File: src/shared/srsr_defines.vh
`ifndef SRSR_DEFINES_VH
`define SRSR_DEFINES_VH
// ==========================================================
// Sequence counts
`define SRSR_OPT_LOAD_CYC 8'd50
`define SRSR_HOLD_OSC_CYC 8'd66
`define SRSR_SYS_HOLD_CYC 8'd16
`define SRSR_PIN_QUAL_CYC 8'd4
`define SRSR_RESET_VECTOR 24'h000004
// ==========================================================
// Register offsets and fields
`define SRSR_ADDR_STATUS 4'h0
`define SRSR_ADDR_CTRL 4'h1
`define SRSR_BIT_POR 7
`define SRSR_BIT_STOP 6
`define SRSR_BIT_WDT 5
`define SRSR_BIT_EXT 4
`define SRSR_BIT_FLT 3
`define SRSR_BIT_USR 2
`define SRSR_BIT_USER_RST 0
`define SRSR_CTRL_RESET 8'h00
`endif

File: src/core/srsr_reset_ctrl.v
`include "srsr_defines.vh"
module srsr_reset_ctrl #(
    parameter HOLD_OSC_CYC = 66,
    parameter OPT_LOAD_CYC = 50,
    parameter SYS_HOLD_CYC = 16,
    parameter PIN_QUAL_CYC = 4
) (
    input wire clk_sys_in,
    input wire rst_b_in,
    input wire osc_tick_in,
    input wire por_in,
    input wire brownout_detect_in,
    input wire brownout_stop_keepalive_in,
    input wire watchdog_timeout_in,
    input wire watchdog_reset_select_in,
    input wire fault_detect_in,
    input wire recovery_edge_in,
    input wire stop_mode_in,
    input wire reset_pin_in,
    input wire [3:0] reg_addr_in,
    input wire [7:0] reg_wdata_in,
    input wire reg_wr_in,
    input wire reg_rd_in,
    input wire reg_wr_debug_in,
    output reg [7:0] reg_rdata_out,
    output reg reset_pin_out,
    output reg reset_pin_oe_out,
    output reg core_reset_out,
    output reg periph_reset_out,
    output reg debug_reset_out,
    output reg sys_clk_en_out,
    output reg option_load_out,
    output reg gpio_force_input_out,
    output reg pwm_float_out,
    output reg pwm_off_state_out,
    output reg preserve_regs_out,
    output reg watchdog_exception_out,
    output reg [23:0] pc_load_value_out,
    output reg pc_load_out
);
// ==========================================================
// Sequencer states
localparam ST_RUN = 5'b00001;
localparam ST_HOLD = 5'b00010;
localparam ST_OPT = 5'b00100;
localparam ST_SYS = 5'b01000;
localparam ST_PIN = 5'b10000;

reg [4:0] state;
reg [7:0] osc_cnt;
reg [7:0] sys_cnt;
reg [7:0] pin_cnt;
reg [2:0] pin_sync;
reg pin_low;
reg stop_rec;
reg dbg_req;
reg wdt_exc_pend;
reg [5:0] status;
reg [5:0] cause;
reg [7:0] ctrl;
reg power_src;

// ==========================================================
// Pin input
// Three flops; a change counts once the last two agree.
always @(posedge clk_sys_in)
begin
    if (!rst_b_in)
    begin
        pin_sync <= 3'b111;
        pin_low <= 1'b0;
    end
    else
    begin
        pin_sync <= {pin_sync[1:0], reset_pin_in};
        if (pin_sync[2] == pin_sync[1])
        begin
            pin_low <= ~pin_sync[2];
        end
    end
end

// Stop mode has no clock to filter with, so the raw synchronised level counts.
wire pin_asserted = stop_mode_in ? pin_low : (pin_cnt >= PIN_QUAL_CYC);
wire bo_active = brownout_detect_in & (~stop_mode_in | brownout_stop_keepalive_in);
wire power_evt = por_in | bo_active;
wire wdt_rst = watchdog_timeout_in & watchdog_reset_select_in & ~stop_mode_in;
wire user_rst = reg_wr_in & (reg_addr_in == `SRSR_ADDR_STATUS)
    & reg_wdata_in[`SRSR_BIT_USER_RST];
wire sw_rst = user_rst & ~stop_mode_in;
wire sys_evt = power_evt | pin_asserted | fault_detect_in | wdt_rst | sw_rst;
wire smr_evt = stop_mode_in & (watchdog_timeout_in | recovery_edge_in);

// ==========================================================
// Sequencer
always @(posedge clk_sys_in)
begin
    if (!rst_b_in)
    begin
        state <= ST_HOLD;
        osc_cnt <= 8'h00;
        sys_cnt <= 8'h00;
        pin_cnt <= 8'h00;
        stop_rec <= 1'b0;
        dbg_req <= 1'b0;
        cause <= 6'h20;
        power_src <= 1'b1;
        status <= 6'h00;
        wdt_exc_pend <= 1'b0;
    end
    else
    begin
        if (!pin_low)
        begin
            pin_cnt <= 8'h00;
        end
        else if (pin_cnt < PIN_QUAL_CYC)
        begin
            pin_cnt <= pin_cnt + 8'h01;
        end
        if (sys_evt && (state == ST_RUN || power_evt))
        begin
            state <= ST_HOLD;
            osc_cnt <= 8'h00;
            sys_cnt <= 8'h00;
            stop_rec <= 1'b0;
            power_src <= power_evt;
            dbg_req <= sw_rst & reg_wr_debug_in & ~power_evt;
            // Priority: power, fault, pin, watchdog, software.
            // The cause word lines up with the status bits seven down to two.
            if (power_evt)
            begin
                cause <= 6'b100000;
            end
            else if (fault_detect_in)
            begin
                cause <= 6'b000010;
            end
            else if (pin_asserted)
            begin
                cause <= 6'b000100;
            end
            else if (wdt_rst)
            begin
                cause <= 6'b001000;
            end
            else
            begin
                cause <= 6'b000001;
            end
        end
        else if (smr_evt && state == ST_RUN)
        begin
            state <= ST_HOLD;
            osc_cnt <= 8'h00;
            sys_cnt <= 8'h00;
            stop_rec <= 1'b1;
            power_src <= 1'b0;
            dbg_req <= 1'b0;
            cause <= {1'b0, 1'b1, watchdog_timeout_in, 3'b000};
            wdt_exc_pend <= watchdog_timeout_in & ~watchdog_reset_select_in;
        end
        else
        begin
            case (state)
                ST_RUN:
                begin
                    wdt_exc_pend <= 1'b0;
                end
                ST_HOLD:
                begin
                    // Oscillator count; stop recovery skips option reload.
                    if (osc_tick_in)
                    begin
                        osc_cnt <= osc_cnt + 8'h01;
                    end
                    if (osc_tick_in && osc_cnt == OPT_LOAD_CYC - 1 && !stop_rec)
                    begin
                        state <= ST_OPT;
                    end
                    else if (osc_tick_in && osc_cnt == HOLD_OSC_CYC - 1)
                    begin
                        state <= ST_SYS;
                    end
                    if (power_src && bo_active)
                    begin
                        osc_cnt <= 8'h00;
                    end
                end
                ST_OPT:
                begin
                    if (osc_tick_in)
                    begin
                        osc_cnt <= osc_cnt + 8'h01;
                    end
                    if (osc_tick_in && osc_cnt == HOLD_OSC_CYC - 1)
                    begin
                        state <= ST_SYS;
                    end
                end
                ST_SYS:
                begin
                    if (pin_low)
                    begin
                        sys_cnt <= 8'h00;
                        state <= ST_PIN;
                    end
                    else if (sys_cnt == SYS_HOLD_CYC - 1)
                    begin
                        state <= ST_RUN;
                        status <= cause;
                    end
                    else
                    begin
                        sys_cnt <= sys_cnt + 8'h01;
                    end
                end
                ST_PIN:
                begin
                    // The count restarts while the line is low, so release follows the pin.
                    if (pin_low)
                    begin
                        sys_cnt <= 8'h00;
                    end
                    else if (sys_cnt == SYS_HOLD_CYC - 1)
                    begin
                        state <= ST_RUN;
                        status <= cause;
                    end
                    else
                    begin
                        sys_cnt <= sys_cnt + 8'h01;
                    end
                end
                default:
                begin
                    state <= ST_HOLD;
                end
            endcase
        end
    end
end

// ==========================================================
// Outputs
// The pin is pulled only for the oscillator part of the sequence. Pulling it
// through the system clock part would make the block read its own pull as an
// outside request and never leave reset.
wire in_reset = (state != ST_RUN);
wire osc_phase = (state == ST_HOLD) | (state == ST_OPT);
always @(posedge clk_sys_in)
begin
    if (!rst_b_in)
    begin
        reset_pin_out <= 1'b0;
        reset_pin_oe_out <= 1'b1;
        core_reset_out <= 1'b1;
        periph_reset_out <= 1'b1;
        debug_reset_out <= 1'b1;
        gpio_force_input_out <= 1'b1;
        preserve_regs_out <= 1'b0;
    end
    else
    begin
        reset_pin_out <= 1'b0;
        // Open drain: only ever pulls low, for internal sources too, but not during stop recovery.
        reset_pin_oe_out <= osc_phase & ~stop_rec;
        core_reset_out <= in_reset;
        periph_reset_out <= in_reset & ~stop_rec;
        debug_reset_out <= in_reset & ~stop_rec & ~dbg_req;
        gpio_force_input_out <= in_reset & ~stop_rec;
        preserve_regs_out <= stop_rec;
    end
end

// ==========================================================
// Clock, option load and motor outputs
always @(posedge clk_sys_in)
begin
    if (!rst_b_in)
    begin
        sys_clk_en_out <= 1'b0;
        option_load_out <= 1'b0;
        pwm_float_out <= 1'b1;
        pwm_off_state_out <= 1'b0;
    end
    else
    begin
        sys_clk_en_out <= (state == ST_SYS) | (state == ST_PIN) | (state == ST_RUN);
        option_load_out <= (state == ST_HOLD) & ~stop_rec;
        // Float until option bits are loaded, then drive the off level.
        pwm_float_out <= (state == ST_HOLD) & ~stop_rec;
        pwm_off_state_out <= ((state == ST_OPT) | (state == ST_SYS) | (state == ST_PIN))
            & ~stop_rec;
    end
end

// ==========================================================
// Vector load and deferred watchdog exception
always @(posedge clk_sys_in)
begin
    if (!rst_b_in)
    begin
        watchdog_exception_out <= 1'b0;
        pc_load_value_out <= `SRSR_RESET_VECTOR;
        pc_load_out <= 1'b0;
    end
    else
    begin
        watchdog_exception_out <= (state == ST_RUN) & wdt_exc_pend;
        pc_load_value_out <= `SRSR_RESET_VECTOR;
        pc_load_out <= (state == ST_SYS || state == ST_PIN) && !pin_low
            && (sys_cnt == SYS_HOLD_CYC - 1);
    end
end

// ==========================================================
// Register port
always @(posedge clk_sys_in)
begin
    if (!rst_b_in)
    begin
        ctrl <= `SRSR_CTRL_RESET;
        reg_rdata_out <= 8'h00;
    end
    else
    begin
        if (reg_wr_in && reg_addr_in == `SRSR_ADDR_CTRL)
        begin
            ctrl <= reg_wdata_in;
        end
        if (reg_rd_in)
        begin
            case (reg_addr_in)
                `SRSR_ADDR_STATUS:
                begin
                    reg_rdata_out <= {status, 2'b00};
                end
                `SRSR_ADDR_CTRL:
                begin
                    reg_rdata_out <= ctrl;
                end
                default:
                begin
                    reg_rdata_out <= 8'h00;
                end
            endcase
        end
        else
        begin
            reg_rdata_out <= 8'h00;
        end
    end
end
endmodule // srsr_reset_ctrl

File: config.mk
export PLATFORM = sky130hd
export DESIGN_NAME = srsr_reset_ctrl
export DESIGN_NICKNAME = d
export VERILOG_FILES = /design/src/core/srsr_reset_ctrl.v
export VERILOG_INCLUDE_DIRS = /design/src /design/src/shared
export SDC_FILE = /design/constraint.sdc
export NUM_CORES = 1
export LEC_CHECK = 0
export BUFFER_PORTS_ARGS = -buffer_cell sky130_fd_sc_hd__buf_2
export CORE_ASPECT_RATIO = 1.1
export CORE_MARGIN = 2
export CORE_UTILIZATION = 30
export DETAILED_ROUTE_END_ITERATION = 8
export GPL_TIMING_DRIVEN = 1
export PLACE_DENSITY = 0.53
export SYNTH_ARGS = -nofsm -noshare
export SYNTH_HDL_FRONTEND = slang
export SYNTH_SLANG_ARGS = --single-unit
File: constraint.sdc
create_clock -name clk_sys_in -period 2.8 [get_ports clk_sys_in]
set_input_delay 0.28 -clock clk_sys_in [delete_from_list [all_inputs] [get_ports clk_sys_in]]
set_output_delay 0.28 -clock clk_sys_in [all_outputs]
set_load 0.01 [all_outputs]
Word-level counts from Yosys, hierarchy flattened
Index checks and enable logic that the tools add are counted.

cells by class
  order comparisons = 2
  reductions and logical operators = 26
  bitwise logic cells = 39
  equal/unequal tests = 13
  $add $sub $neg = 3
  muxes and demuxes = 24

operators by type and width
  operator                                                                number
  8-bit two-way mux                                                       4
  8-bit case mux with 2 select lines                                      2
  5-bit two-way mux                                                       5
  5-bit case mux with 5 select lines                                      1
  8-bit by 1-bit adder with 8-bit output (second input constant)          3
  6-bit two-way mux                                                       3
  1-bit bitwise AND                                                       16
  4-bit two-way mux                                                       3
  1-bit bitwise OR                                                        12
  1-bit inverter                                                          11
  2-bit AND reduction                                                     5
  1-bit logical AND                                                       9
  8-bit by 4-bit equality test with 1-bit output (second input constant)  1
  8-bit by 6-bit equality test with 1-bit output (second input constant)  1
  8-bit by 7-bit equality test with 1-bit output (second input constant)  1
  8-bit by 3-bit >= comparator with 1-bit output (second input constant)  1
  8-bit by 3-bit < comparator with 1-bit output (second input constant)   1
  1-bit two-way mux                                                       6
  2-bit nonzero test                                                      3
  5-bit by 1-bit equality test with 1-bit output (second input constant)  1
  5-bit by 2-bit equality test with 1-bit output (second input constant)  1
  5-bit by 3-bit equality test with 1-bit output (second input constant)  1
  5-bit by 4-bit equality test with 1-bit output (second input constant)  1
  5-bit equality test (second input constant)                             1
  other kinds (10)                                                        14

word-level totals
  flip-flop bits (word level) = 76
  word-level logic and storage cells = 132
  input bits = 27

Logic depth before layout (Yosys ltp)
  depth after elaboration = 11
  gate-level depth with buffers = 8

Worst setup path before layout
OpenSTA, ideal clock, no wires.

  path type = register to register
  start = register state[3]
  end = register osc_cnt[7]
  required time = 2.681 ns
  arrival time = 1.650 ns
  stages on the path, launching flop included = 8
  setup slack = 1.031 ns
  library setup time = 0.119 ns
  path buffers = 3
  cell sequence = dfxtp_1 > buf_2 > or3_1 > or3_1 > clkbuf_1 > nand3b_4 > buf_12 > nor2_4

between the ends
  longest elaborated chain between the ends = 4

RTL lines
  what                                            line                                          RTL
  from (decl)                                     srsr_reset_ctrl.v:49                          reg [4:0] state;
  from (signal assigned)                          srsr_reset_ctrl.v:100                         state <= ST_HOLD;
  from (signal assigned)                          srsr_reset_ctrl.v:123                         state <= ST_HOLD;
  from (signal assigned)                          srsr_reset_ctrl.v:154                         state <= ST_HOLD;
  5-bit by 1-bit equality test with 1-bit output  srsr_reset_ctrl.v:121, srsr_reset_ctrl.v:152
  1-bit logical OR                                srsr_reset_ctrl.v:121                         if (sys_evt && (state == ST_RUN || power_evt))
  1-bit logical AND                               srsr_reset_ctrl.v:121
  3-bit OR reduction (no source line)             -
  to (signal assigned)                            srsr_reset_ctrl.v:175                         osc_cnt <= osc_cnt + 8'h01;
  to (signal assigned)                            srsr_reset_ctrl.v:194                         osc_cnt <= osc_cnt + 8'h01;
  to (decl)                                       srsr_reset_ctrl.v:50                          reg [7:0] osc_cnt;

Parallel ways exist; a longest one is shown, timed or not.
A chain may end at the register's enable or synchronous reset.

Worst setup path in the final report
  start = register sys_cnt[4]
  end = register status[4]

between the ends
  longest elaborated chain between the ends = 2

RTL lines
  what                                            line                                          RTL
  from (decl)                                     srsr_reset_ctrl.v:51                          reg [7:0] sys_cnt;
  from (signal assigned)                          srsr_reset_ctrl.v:215                         sys_cnt <= sys_cnt + 8'h01;
  from (signal assigned)                          srsr_reset_ctrl.v:232                         sys_cnt <= sys_cnt + 8'h01;
  8-bit by 4-bit equality test with 1-bit output  srsr_reset_ctrl.v:208, srsr_reset_ctrl.v:225
  5-bit AND reduction (no source line)            -
  to (signal assigned)                            srsr_reset_ctrl.v:211                         status <= cause;
  to (signal assigned)                            srsr_reset_ctrl.v:228                         status <= cause;
  to (decl)                                       srsr_reset_ctrl.v:58                          reg [5:0] status;

Every way passes these cells.

==> metrics.md <==
| Metric | Value |
|---|---|
| Multiplexer area fraction after synthesis | `0.289%` |
| H-tree depth | `3` |
| Diode count | `0` |
| Starting DRT DRC Count | `115` |
| Run status | `complete, no violations` |
| Hold path depth | `2` |
| Slew headroom | `56.7%` |
| Synth Flop Type | `dfxtp_1` |
| Post-Synthesis Cells | `378` |
| FMAX | `480 MHz` |
| Remaining DRCs | `0` |
| Layout Cells excl Fill | `576` |
| Pin count of the biggest net entering global routing | `29` |
| Post-synth top cells | `75 x dfxtp_1, 32 x nand2_1, 26 x buf_4` |
| Die width | `106 µm` |
| CP Launch Type | `register` |
| Synth cell types | `57` |
| Worst hold margin | `0.130 ns` |
| DR pass1 iterations | `4` |
| Synth area leader | `dfxtp_1` |
| CTS tree | `done` |
| Share of the synthesized area in the top cell type | `43.4%` |
| Simple-gate share of the synthesized area | `27.6%` |
| Via density | `4.63` |
| Final nets | `453` |
| Syn Std Cell Area | `0.00346 mm²` |
| PostCTS Resize Cnt | `0` |
| Clk_lat worst skew | `0.34 ns` |
| Filler Cell Count | `1153` |
| Worst r2r path cells | `5` |
| Leakage power | `0.00151 µW` |
| Clk slew on worst S/H paths | `0.05 ns` |
| Synth area leaders | `dfxtp_1 43%, buf_4 5.6%, nand2_1 3.5%` |
| Clk root buf | `clkbuf_16` |
| WL/cell | `12.4 µm` |
| WS Path Type | `reg2reg` |
| DP Cell Count | `560` |
| Via count | `2665` |
| CP Max Fanout | `12` |
| Placed cell areas | `0.00372 mm²` |
| Finished Cell Area | `0.00409 mm²` |
| Hold bufs inserted after CTS | `0` |
| Total track usage | `12.1%` |
| Height of the die | `117 µm` |
| Worst EP required | `3.01 ns` |
| Setup-failing EPs final | `0` |
| Syn_area_per_cell | `9.16 µm²` |
| FP Rows | `41` |
| Seq cells post-synth | `75` |
| Xor and xnor area share after synthesis | `3.29%` |
| Largest family of logic cells by synthesized area | `simple AND/OR/NAND/NOR gates` |
| Adder-cell share of the synthesized area | `2.10%` |
| GR Overflow Total | `0` |
| CTS Buf Count | `9` |
| Area grow syn2layout | `18.0%` |
| Reg area | `0.00150 mm²` |
| Min cycle time layout | `2.09 ns` |
| Pwr dens | `636 mW/mm²` |
| Max-cap viol count | `0` |
| Unrepaired setup endpoints after global routing | `false` |
| Routed wire length | `7150 µm` |
| Ys async rst share | `0%` |
| Count leader, synth | `dfxtp_1` |
| IR drop worst, VDD | `218 µV` |
| Post-synthesis compound-gate area fraction | `13.8%` |
| Vias in the first global route | `2451` |
| Arr. time, crit path | `2.30 ns` |
| Antenna violations before repair | `0` |
| Clock sink total | `75` |
| Post-synthesis sequential area ratio | `43.4%` |
| Share of layout cells above drive strength 1 | `20.9%` |
| Max Clock Skew | `0.00774 ns` |
| YS warnings | `0` |
| Total power draw | `2600 µW` |
| I/O Pins | `72` |
| Hold Crit Class | `in2reg` |
| Slew Viols, Final | `0` |
| Core area | `0.0113 mm²` |
| Fin. Hold Viols | `0` |
| Post-route ant nets | `0` |
| Routability cong. | `0.816` |
| EDFF count, synth | `0` |
| Die area | `0.0124 mm²` |
| Initial Util | `30.5%` |
| IO Port Bufs | `46` |
| Post-detail-place hpwl | `5320 µm` |
| Post-CTS Setup Repair Bufs | `0` |
| Multi-input gate area | `0.00172 mm²` |
| Critical path capture point type | `register` |
| Max clock buf depth | `2` |
| First-pass GRT wire length | `11600 µm` |
| Sum Neg Setup Slack | `0 ns` |
| Slew @ Worst Pin | `0.647 ns` |
| Final Cycle Share | `74.5%` |
-- cell type report --
class                           instances  share of cell area (%)
Timing Repair Buffer                   51                    6.55
Clock buffer                           10                    5.60
Multi-Input combinational cell        273                    42.1
Inverter                               11                    1.01
Sequential cell                        75                    36.8
Clock inverter                          6                    3.34
Tap cell                              150                    4.59
-- cells in the final DEF, fill, tap and decap left out, drive strengths merged, types with 3 or more instances in the layout --
| cell type | synthesis | final |
|---|---|---|
| dfxtp | 75 | 75 |
| buf | 31 | 51 |
| nor2 | 35 | 35 |
| nand2 | 32 | 32 |
| conb | 2 | 25 |
| nand3 | 22 | 22 |
| o21ai | 18 | 18 |
| a21oi | 17 | 17 |
| inv | 11 | 12 |
| xnor2 | 10 | 10 |
| clkbuf | 11 | 10 |
| and3 | 9 | 9 |
| a21boi | 9 | 9 |
| a211oi | 8 | 8 |
| nor3 | 8 | 8 |
| nand2b | 7 | 7 |
| a22oi | 7 | 7 |
| nand4 | 6 | 6 |
| nor3b | 6 | 6 |
| nor4 | 6 | 6 |
| ha | 5 | 5 |
| bufinv | 0 | 4 |
| and2 | 4 | 4 |
| a31oi | 3 | 3 |
| nor2b | 3 | 3 |
| xor2 | 3 | 3 |
| nand4b | 3 | 3 |
| and4 | 3 | 3 |
| or3 | 3 | 3 |
| or4 | 3 | 3 |
-- metrics by stage --
step / utilization [%] / worst slack (ns)
6_report: 36.0 / 0.715
5_1_grt: 36.0 / 0.504
4_1_cts: 36.0 / 0.702
3_5_place_dp: 32.8 / 0.703
3_3_place_gp: 32.8 / 0.737
2_1_floorplan: - / 1.03
-- sequential cells by signal (all words and copies together), names as in the netlist, 3 cells and up --
| signal | count |
|---|---|
| reg_rdata_out | 8 |
| sys_cnt | 8 |
| osc_cnt | 8 |
| pin_sync | 3 |
| pin_cnt | 8 |
| status | 6 |
| ctrl | 8 |
| state | 5 |
| cause | 6 |
-- layer usage --
metal  vias up  part of all wire, %  global-route usage, %
met5         -                    0                      0
met4         0                  2.4                   6.05
met3        13                  5.2                   4.58
met2        52                   48                   20.6
met1      1228                   44                   13.2
li1       1372                    -                      -
-- kinds of logic (layout without fill, tap and decap cells) --
family	count (synthesis)	count (layout)
flip-flops	75	75
XOR/XNOR	13	13
adder cells (fa/ha/maj)	6	6
other	2	25
buffers and inverters	53	78
AND/OR/NAND/NOR	155	155
AO/OA/AOI/OAI	73	73
multiplexers	1	1
-- path summary, 6_finish.rpt --
kind | to | from | slack [ns]
max | status[4] | sys_cnt[4] | 0.71
min | pin_sync[0] | reset_pin_in | 0.13
max reg2reg | status[4] | sys_cnt[4] | 0.71
min reg2reg | pin_sync[1] | pin_sync[0] | 0.41
-- power breakdown --
part           internal, µW  switching (µW)  leakage [µW]  total [µW]
clock                   963             442      0.000173        1410
sequential             1070            3.42      0.000606        1080
combinational          37.9            78.4      0.000727         116
-- worst max-delay path: stages (launching register included) --
cell     delay, ns
dfxtp_1       0.35
or4_4         0.59
nor3b_2       0.28
nand4_1       0.43
nand3_1       0.23
o21ai_1       0.08
Note: power is estimated with default switching activity, not from simulation.
